File: config.mk
export PLATFORM = sky130hd
export DESIGN_NAME = brf_read_port
export DESIGN_NICKNAME = d
export VERILOG_FILES = /design/src/brf_pkg.sv /design/src/brf_read_port.sv /design/src/brf_sample_ram.sv /design/src/brf_sync.sv
export VERILOG_INCLUDE_DIRS = /design/src /design/src/src
export SDC_FILE = /design/constraint.sdc
export NUM_CORES = 1
export LEC_CHECK = 0
export ABC_AREA = 1
export BUFFER_PORTS_ARGS = -buffer_cell sky130_fd_sc_hd__buf_2
export CAP_MARGIN = 30
export CORE_AREA = 3 3 322 324
export DETAILED_ROUTE_END_ITERATION = 10
export DIE_AREA = 0 0 325 327
export GPL_TIMING_DRIVEN = 1
export HOLD_SLACK_MARGIN = 0.12
export PLACE_DENSITY = 0.44
export SYNTH_ARGS = -nofsm -noshare
export SYNTH_HDL_FRONTEND = slang
export SYNTH_SLANG_ARGS = --single-unit
File: constraint.sdc
create_clock -name clk -period 9.1 [get_ports clk]
set_clock_uncertainty 0.05 [all_clocks]
set_input_delay 1.365 -clock clk [delete_from_list [all_inputs] [get_ports clk]]
set_output_delay 1.365 -clock clk [all_outputs]
set_load 0.01 [all_outputs]
File: src/brf_params.svh
/*
  Constants of the sample-buffer read port: select codes, status bit
  positions, sample-set field layout, pointer reset values and counts.
  Assumes inclusion by bare name from the package and from brf_read_port.
*/
`ifndef BRF_PARAMS_SVH
`define BRF_PARAMS_SVH

// ==========================================================================
// Select codes of the 16-bit read port
`define BRF_SEL_I          3'h0
`define BRF_SEL_Q          3'h1
`define BRF_SEL_MAG        3'h2
`define BRF_SEL_PHASE      3'h3
`define BRF_SEL_FREQ       3'h4
`define BRF_SEL_UNUSED     3'h5
`define BRF_SEL_STATUS     3'h6
`define BRF_SEL_INC        3'h7

// ==========================================================================
// Sample-set layout, low bit of each 16-bit word in the 80-bit entry
`define BRF_WORD_W         16
`define BRF_SET_W          80
`define BRF_I_LSB          64
`define BRF_Q_LSB          48
`define BRF_MAG_LSB        32
`define BRF_PHASE_LSB      16
`define BRF_FREQ_LSB       0

// ==========================================================================
// Memory status word, A byte bit positions (B byte reads zero)
`define BRF_ST_DEPTH_MSB   7
`define BRF_ST_DEPTH_LSB   5
`define BRF_ST_EMPTY_BIT   4
`define BRF_ST_FULL_BIT    3
`define BRF_ST_READY_BIT   2

// ==========================================================================
// Pointer reset values and thresholds
`define BRF_WR_PTR_RST     3'h0
`define BRF_RD_PTR_RST     3'h7
`define BRF_DEPTH_FULL     3'h7
`define BRF_DEPTH_EMPTY    3'h1

// ==========================================================================
// Timing counts in back-end clock cycles
`define BRF_IRQ_LOW_CYCLES 4'h8
`define BRF_INC_LATENCY    4'h4

`endif

File: src/brf_pkg.sv
/*
  Types of the sample-buffer read port: the register state of each module.
  Assumes brf_params.svh is on the include path.
*/
`include "brf_params.svh"

package brf_pkg;

  // ========================================================================
  // Top-level state
  typedef struct packed {
    logic [2:0]  wr_ptr;
    logic [2:0]  rd_ptr;
    logic        oeb_prev;
    logic        snap_prev;
    logic [15:0] word;
    logic [7:0]  a_out;
    logic [7:0]  b_out;
    logic        irq_n;
    logic [3:0]  irq_cnt;
    logic        ready_n;
    logic [15:0] cpu_data;
  } brf_state_type;

  // ========================================================================
  // Synchroniser state, five pin bits
  typedef struct packed {
    logic [4:0] stage1;
    logic [4:0] stage2;
  } brf_sync_state_type;

  // ========================================================================
  // Sample memory read register
  typedef struct packed {
    logic [79:0] rd_data;
  } brf_ram_state_type;

endpackage : brf_pkg

File: src/brf_read_port.sv
/*
  Read side of the eight-entry output sample buffer: pointers, depth,
  full and empty, memory status word, 16-bit pin port, 8-bit port word,
  threshold ready and interrupt pulse.
  Assumes the sample write path and snapshot timer sit outside and that
  configuration bits arrive as levels and pulses on clk.
*/
// Notes on behaviour
// - Select 000 I, 001 Q, 010 magnitude, 011 phase, 100 frequency.
// - Both enables low: high byte on A, low byte on B.
// - Only the falling edge of the B enable starts an access.
// - Select 110 returns status; A bits 1-0 and B byte are zero.
// - In FIFO mode status bits 7-5 give the buffer depth.
// - Status bit 4 is empty, high when read pointer cannot move.
// - Status bit 3 is full, high when new samples are dropped.
// - Status bit 2 low: depth above the threshold, or snapshot captured.
// - With 8-bit port in use, increment word write advances read.
// - On 16-bit port, select 7 with B enable falling advances read.
// - Pointer reset word sets write pointer 0, read pointer 7.
// - Read and write pointers never hold the same address.
// - Full at depth seven; new samples dropped while full.
// - Empty at depth one; increments ignored while empty.
// - Reset sets write pointer 0 and read pointer 7.
// - Depth is write minus read, modulo eight.
// - Interrupt fires when depth rises past the threshold in FIFO mode, else on snapshot done rising.
// - Interrupt output stays low for eight clocks.
// - Each entry holds I, Q, magnitude, phase, frequency words.
`include "brf_params.svh"

module brf_read_port (
  input  wire logic        clk,
  input  wire logic        reset,
  input  wire logic [2:0]  read_select,
  input  wire logic        a_byte_output_enable_n,
  input  wire logic        b_byte_output_enable_n,
  input  wire logic        port16_select,
  input  wire logic        fifo_mode,
  input  wire logic [2:0]  depth_threshold,
  input  wire logic        pointer_increment_write,
  input  wire logic        pointer_reset_write,
  input  wire logic        snapshot_done,
  input  wire logic        sample_valid,
  input  wire logic [15:0] sample_i,
  input  wire logic [15:0] sample_q,
  input  wire logic [15:0] sample_magnitude,
  input  wire logic [15:0] sample_phase,
  input  wire logic [15:0] sample_frequency,
  input  wire logic [2:0]  cpu_read_select,
  output logic      [7:0]  a_output_byte,
  output logic      [7:0]  b_output_byte,
  output logic      [15:0] cpu_read_data,
  output logic             threshold_interrupt_n,
  output logic             threshold_ready_n,
  output logic      [2:0]  buffer_depth,
  output logic      [2:0]  write_pointer,
  output logic      [2:0]  read_pointer
);

  brf_pkg::brf_state_type st_r;
  brf_pkg::brf_state_type st_nxt;

  logic [4:0]  pins_sync;
  logic [2:0]  sel_s;
  logic        oea_n_s;
  logic        oeb_n_s;
  logic [79:0] set_data;
  logic [79:0] wr_set;
  logic [2:0]  depth;
  logic [2:0]  depth_after;
  logic        full;
  logic        empty;
  logic        oeb_fall;
  logic        inc_req;
  logic        do_inc;
  logic        do_wr;
  logic        above_now;
  logic        above_after;
  logic        irq_fire;
  logic [15:0] status_word;

  // ==========================================================================
  // Pin synchronisation
  brf_sync u_sync (
    .clk      (clk),
    .reset    (reset),
    .pin_in   ({b_byte_output_enable_n, a_byte_output_enable_n,
                read_select}),
    .pin_sync (pins_sync)
  );

  assign sel_s   = pins_sync[2:0];
  assign oea_n_s = pins_sync[3];
  assign oeb_n_s = pins_sync[4];

  // ==========================================================================
  // Sample memory
  assign wr_set = {sample_i, sample_q, sample_magnitude, sample_phase,
                   sample_frequency};

  brf_sample_ram u_ram (
    .clk     (clk),
    .reset   (reset),
    .wr_en   (do_wr),
    .wr_addr (st_r.wr_ptr),
    .wr_data (wr_set),
    .rd_addr (st_r.rd_ptr),
    .rd_data (set_data)
  );

  // ==========================================================================
  // Word selection for both read ports
  function automatic logic [15:0] word_of(
    input logic [2:0]  sel,
    input logic [79:0] set,
    input logic [15:0] status
  );
    logic [15:0] w;
    w = 16'h0000;
    case (sel)
      `BRF_SEL_I:      w = set[`BRF_I_LSB +: `BRF_WORD_W];
      `BRF_SEL_Q:      w = set[`BRF_Q_LSB +: `BRF_WORD_W];
      `BRF_SEL_MAG:    w = set[`BRF_MAG_LSB +: `BRF_WORD_W];
      `BRF_SEL_PHASE:  w = set[`BRF_PHASE_LSB +: `BRF_WORD_W];
      `BRF_SEL_FREQ:   w = set[`BRF_FREQ_LSB +: `BRF_WORD_W];
      `BRF_SEL_STATUS: w = status;
      default:         w = 16'h0000;
    endcase
    return w;
  endfunction : word_of

  // ==========================================================================
  // Pointer status
  always_comb begin
    depth = st_r.wr_ptr - st_r.rd_ptr;
    full  = (depth == `BRF_DEPTH_FULL);
    empty = (depth == `BRF_DEPTH_EMPTY);
  end

  // Memory status word, low A bits and B byte tied to zero
  always_comb begin
    status_word = 16'h0000;
    if (fifo_mode) begin
      status_word[8+`BRF_ST_DEPTH_MSB:8+`BRF_ST_DEPTH_LSB] = depth;
      status_word[8+`BRF_ST_EMPTY_BIT] = empty;
      status_word[8+`BRF_ST_FULL_BIT]  = full;
    end
    status_word[8+`BRF_ST_READY_BIT] = st_r.ready_n;
  end

  // ==========================================================================
  // Access requests
  always_comb begin
    oeb_fall = st_r.oeb_prev & ~oeb_n_s;
    inc_req  = 1'b0;
    if (port16_select) begin
      inc_req = oeb_fall & (sel_s == `BRF_SEL_INC);
    end else begin
      inc_req = pointer_increment_write;
    end
    do_inc = inc_req & ~empty & ~pointer_reset_write;
    do_wr  = sample_valid & ~full & ~pointer_reset_write;
  end

  // ==========================================================================
  // Next state
  always_comb begin
    st_nxt           = st_r;
    st_nxt.oeb_prev  = oeb_n_s;
    st_nxt.snap_prev = snapshot_done;

    // Pointer movement
    if (pointer_reset_write) begin
      st_nxt.wr_ptr = `BRF_WR_PTR_RST;
      st_nxt.rd_ptr = `BRF_RD_PTR_RST;
    end else begin
      if (do_wr) begin
        st_nxt.wr_ptr = st_r.wr_ptr + 3'h1;
      end
      if (do_inc) begin
        st_nxt.rd_ptr = st_r.rd_ptr + 3'h1;
      end
    end
    depth_after = st_nxt.wr_ptr - st_nxt.rd_ptr;

    // Threshold crossing
    above_now   = (depth > depth_threshold);
    above_after = (depth_after > depth_threshold);
    if (fifo_mode) begin
      irq_fire = above_after & ~above_now;
      st_nxt.ready_n = ~above_after;
    end else begin
      irq_fire = snapshot_done & ~st_r.snap_prev;
      st_nxt.ready_n = ~snapshot_done;
    end

    // Interrupt pulse, eight clocks low
    if (st_r.irq_cnt != 4'h0) begin
      st_nxt.irq_cnt = st_r.irq_cnt - 4'h1;
      if (st_r.irq_cnt == 4'h1) begin
        st_nxt.irq_n = 1'b1;
      end
    end else if (irq_fire) begin
      st_nxt.irq_cnt = `BRF_IRQ_LOW_CYCLES;
      st_nxt.irq_n   = 1'b0;
    end

    // 16-bit port: word latched on B enable fall only
    if (port16_select && oeb_fall) begin
      st_nxt.word = word_of(sel_s, set_data, status_word);
    end
    if (port16_select && !oea_n_s && !oeb_n_s) begin
      st_nxt.a_out = st_r.word[15:8];
      st_nxt.b_out = st_r.word[7:0];
    end else begin
      st_nxt.a_out = 8'h00;
      st_nxt.b_out = 8'h00;
    end

    // 8-bit port word
    if (!port16_select) begin
      st_nxt.cpu_data = word_of(cpu_read_select, set_data, status_word);
    end else begin
      st_nxt.cpu_data = 16'h0000;
    end
  end

  // ==========================================================================
  // State register
  always_ff @(posedge clk) begin
    if (reset) begin
      st_r.wr_ptr    <= `BRF_WR_PTR_RST;
      st_r.rd_ptr    <= `BRF_RD_PTR_RST;
      st_r.oeb_prev  <= 1'b1;
      st_r.snap_prev <= 1'b0;
      st_r.word      <= 16'h0000;
      st_r.a_out     <= 8'h00;
      st_r.b_out     <= 8'h00;
      st_r.irq_n     <= 1'b1;
      st_r.irq_cnt   <= 4'h0;
      st_r.ready_n   <= 1'b1;
      st_r.cpu_data  <= 16'h0000;
    end else begin
      st_r <= st_nxt;
    end
  end

  // ==========================================================================
  // Outputs
  assign a_output_byte         = st_r.a_out;
  assign b_output_byte         = st_r.b_out;
  assign cpu_read_data         = st_r.cpu_data;
  assign threshold_interrupt_n = st_r.irq_n;
  assign threshold_ready_n     = st_r.ready_n;
  assign write_pointer         = st_r.wr_ptr;
  assign read_pointer          = st_r.rd_ptr;
  assign buffer_depth          = st_r.wr_ptr - st_r.rd_ptr;

endmodule : brf_read_port

File: src/brf_sample_ram.sv
/*
  Eight-entry sample-set memory, 80 bits per entry.
  Assumes one write port and one registered read port on clk.
*/
module brf_sample_ram (
  input  wire logic        clk,
  input  wire logic        reset,
  input  wire logic        wr_en,
  input  wire logic [2:0]  wr_addr,
  input  wire logic [79:0] wr_data,
  input  wire logic [2:0]  rd_addr,
  output logic      [79:0] rd_data
);

  logic [79:0] mem [8];
  brf_pkg::brf_ram_state_type st_r;
  brf_pkg::brf_ram_state_type st_nxt;

  // ========================================================================
  // Storage, no reset on the array itself
  always_ff @(posedge clk) begin
    if (wr_en) begin
      mem[wr_addr] <= wr_data;
    end
  end

  always_comb begin
    st_nxt.rd_data = mem[rd_addr];
  end

  always_ff @(posedge clk) begin
    if (reset) begin
      st_r <= '0;
    end else begin
      st_r <= st_nxt;
    end
  end

  assign rd_data = st_r.rd_data;

endmodule : brf_sample_ram

File: src/brf_sync.sv
/*
  Two-flop synchroniser for the five read-port pins.
  Assumes pins are asynchronous to clk; only stage two is read outside.
*/
module brf_sync (
  input  wire logic       clk,
  input  wire logic       reset,
  input  wire logic [4:0] pin_in,
  output logic      [4:0] pin_sync
);

  brf_pkg::brf_sync_state_type st_r;
  brf_pkg::brf_sync_state_type st_nxt;

  // ========================================================================
  // Per-bit double flop
  genvar g;
  generate
    for (g = 0; g < 5; g++) begin : g_bit
      always_comb begin
        st_nxt.stage1[g] = pin_in[g];
        st_nxt.stage2[g] = st_r.stage1[g];
      end
    end
  endgenerate

  // Enables idle high
  always_ff @(posedge clk) begin
    if (reset) begin
      st_r <= '{stage1: 5'h18, stage2: 5'h18};
    end else begin
      st_r <= st_nxt;
    end
  end

  assign pin_sync = st_r.stage2;

endmodule : brf_sync
==> run_results.csv <==
group,metric,value,unit
routing,wl_per_cell,21.99,um
timing,hold_violations,0,
synth,netlist_instances,2470,
place,io_buffers,141,
floorplanning,start_util,29.87,%
timing,slew_headroom,33.72,%
timing,timing.hold.ws,0.3611,ns
clock_network,clkTransAtPathRegs,0.06,ns
floorplanning,rows,117,
timing,finalSetupViolCount,0,
cells_and_area,drive_gt1_share,13.42,%
synth,ys_warn_count,0,
clock_network,cts_buffer_depth,3,
setup_path,critical_path_buf_inv_count,6,
routing,ant_nets,0,
power_and_ir_drop,p_clk_share,44.0,%
setup_path,required,9.55,ns
synth,netlist_area,30300,sq um
setup_path,critPathSlowestCell,"dfxtp_1",
synth,avgSynthCellArea,12.27,sq um
timing,fin_tns_setup,0,ns
floorplanning,die_area,106300,sq um
setup_path,critPathTopFamily,"simple AND/OR/NAND/NOR gates",
worst_hold_path,hp-class,"reg2reg",
synth,synth_edf_count,640,
worst_hold_path,min-delay-start,"u_sync.st_nxt[0]",
power_and_ir_drop,power.density,224.3,nW/um^2
power_and_ir_drop,swShare,21.79,%
global_route,overflow,0,
routing,drt_iter0_markers,1381,
timing,final_max_slew_viol_count,0,
timing,rsz0062_at_grt,"false",
clock_network,clkSinkCount,792,
global_route,track_usage,16.20,%
power_and_ir_drop,p_int,6.124,mW
clock_network,clk_latency,0.63,ns
power_and_ir_drop,p_total,7.831,mW
power_and_ir_drop,share_comb_of_total_power,4.6,%
synth,ys_types,39,
global_route,antenna_found_initial,15,
setup_path,cp.arrival,4.82,ns
setup_path,max_stage_delay,0.39,ns
setup_path,rr_startpoint,"write_pointer[0]",
power_and_ir_drop,cellLeakagePower,11.60,nW
cells_and_area,multi_input_area,6689,sq um
clock_network,root_buffer,"clkbuf_16",
floorplanning,dieHeight,327,um
synth,synthTopCellsByArea,"edfxtp_1 63%, dfxtp_1 10%, nor2_1 6.6%",
setup_path,crit_path_end_kind,"flip-flop",
routing,post-route-drc-count,0,
synth,syn_nets,2581,
place,gp_congestion,0.8481,
synth,synth_top_area_cell,"edfxtp_1",
global_route,grt_max_degree,182,
power_and_ir_drop,p_sw,1.707,mW
setup_path,startpoint,"write_pointer[0]",
setup_path,crit_fanout,5,
run_status,outcome,"finished clean",
power_and_ir_drop,p_seq_share,51.4,%
power_and_ir_drop,ir_drop,0.1448,mV
timing,period_needed,4.374,ns
routing,vias_per_cell,4.779,
global_route,grt_pass1_wl,127.6,mm
synth,yosys_most_used_dff,"edfxtp_1",
routing,routed_wl,87.69,mm
clock_network,post_cts_buffers,0,
timing,worst_slack,4.726,ns
setup_path,cpMostUsedCell,"nand2_1",
synth,synth_top_cell_area_share,63.42,%
timing,max_freq,228.6,MHz
cells_and_area,nets,2658,
setup_path,worstSetupPathType,"reg2reg",
routing,vias,19060,
floorplanning,num_io_pins,142,
synth,yosysSeqAreaShare,73.46,%
global_route,grt_pass1_vias,18670,
cells_and_area,seqCellArea,22270,sq um
run,drv.max_cap_violation_count,0,
clock_network,cts_tree,"yes",
clock_network,cts_buffers,85,
place,dpl_worst_slack,4.387,ns
routing,first_pass_iters,7,
timing,worst-slew-pin-transition,0.9942,ns
clock_network,htreeDepth,3,
cells_and_area,areaGrowthSynthToFinish,15.22,%
place,hpwlAfterDp,51.43,mm
floorplanning,die_w,325,um
clock_network,cts_hold_buf,0,
setup_path,start_kind,"flip-flop",
timing,fin_crit_sh,48.07,%
synth,synth-seq-cells,792,
clock_network,cts_resized,0,
synth,synth-async-reset-ratio,0,%
cells_and_area,nFillCells,9910,
floorplanning,core-area,101400,sq um
[power by group through the flow]
stage               sequential [mW]  combinational [mW]  clock, mW
finish                         4.03               0.363       3.44
global route                   4.03               0.410       3.69
detailed placement             4.10               0.366          0
CTS                            4.03               0.367       3.54
global placement               4.10               0.359          0
floorplan                      4.08               0.211          0
[per-stage QoR]
step	utilization [%]	std cells	cell area [sq um]
5_1_grt	34.41	3984	34900
4_1_cts	34.41	3984	34900
3_3_place_gp	31.61	3827	32070
2_1_floorplan	-	2470	30300
3_5_place_dp	31.62	3828	32080
6_report	34.42	3988	34910
[flip-flops by register name, summed over array words and instances (netlist names)]
| register | flops |
|---|---|
| a_output_byte | 8 |
| b_output_byte | 8 |
| cpu_read_data | 16 |
| read_pointer | 3 |
| st_r | 22 |
| threshold_interrupt_n | 1 |
| threshold_ready_n | 1 |
| u_ram.mem | 640 |
| u_ram.rd_data | 80 |
| u_sync.pin_sync | 5 |
| u_sync.st_nxt | 5 |
| write_pointer | 3 |
[cell type report]
cell class              instances  area share (%)
repair buffers                174           2.777
well taps                    1368           4.903
clock buffers                 113           6.802
flip-flops and latches        792           63.78
inverters                     114           1.269
diodes                          4         0.02867
multi-input cells            1380           19.16
clock inverters                43           1.279
[final timing paths]
| path | cells after the start | slack, ns | to |
|---|---|---|---|
| max | 31 | 4.73 | threshold_interrupt_n |
| min | 2 | 0.36 | u_sync.pin_sync[0] |
| max reg2reg | 31 | 4.73 | threshold_interrupt_n |
| min reg2reg | 2 | 0.36 | u_sync.pin_sync[0] |
[placed cells by master, fill, tap and decap left out, types with 4 or more instances in the layout]
master,n
bufinv_16,7
clkbuf_8,10
buf_2,141
o31ai_1,4
clkinv_1,5
o221ai_1,12
nor2_4,8
a221oi_1,6
edfxtp_1,640
a31oi_1,80
o21ai_1,106
or2_2,4
inv_6,7
inv_2,14
buf_4,31
nand2_1,96
nand4_1,6
o21ai_0,322
clkbuf_1,16
a21oi_1,40
clkinv_2,20
o22ai_1,106
nor2_1,527
nand2_2,5
a22oi_1,6
diode_2,4
nand3_1,20
dfxtp_1,150
inv_1,97
clkbuf_16,87
ha_1,10
[cell families after synthesis]
kind of cell    after synthesis  share of synthesized area, %
flops                       792                         73.46
fa+ha+maj                    12                        0.5450
buf+inv                     298                         4.662
compound gates              693                         12.64
simple gates                675                         8.687
[routing by layer]
layer | up-vias | routed length [um] | track usage (%)
li1 | 9038 | - | -
met1 | 9444 | 40460 | 22.25
met2 | 434 | 40210 | 25.64
met3 | 137 | 4378 | 3.213
met4 | 6 | 2589 | 5.603
met5 | - | 46 | 0
[Yosys cell counts, types with 6 or more instances]
| cell type | count |
|---|---|
| nand2_1 | 96 |
| a221oi_1 | 6 |
| nand3_1 | 20 |
| clkbuf_1 | 86 |
| nor2_1 | 535 |
| a21oi_1 | 40 |
| inv_2 | 16 |
| inv_1 | 97 |
| o21ai_0 | 322 |
| dfxtp_1 | 152 |
| a22oi_1 | 6 |
| buf_6 | 12 |
| buf_1 | 12 |
| nand4_1 | 6 |
| a31oi_1 | 80 |
| o21ai_1 | 106 |
| edfxtp_1 | 640 |
| o22ai_1 | 106 |
| o221ai_1 | 12 |
| buf_4 | 40 |
| ha_1 | 10 |
| buf_2 | 33 |
[worst reg2reg max path: cells and delay by family, from the launching register on]
family	cells	cell delay [ns]
compound gates	3	0.37
simple gates	17	1.62
flops	1	0.39
fa+ha+maj	5	1.45
buf+inv	6	0.39
Power figures use the tool's default switching activity.
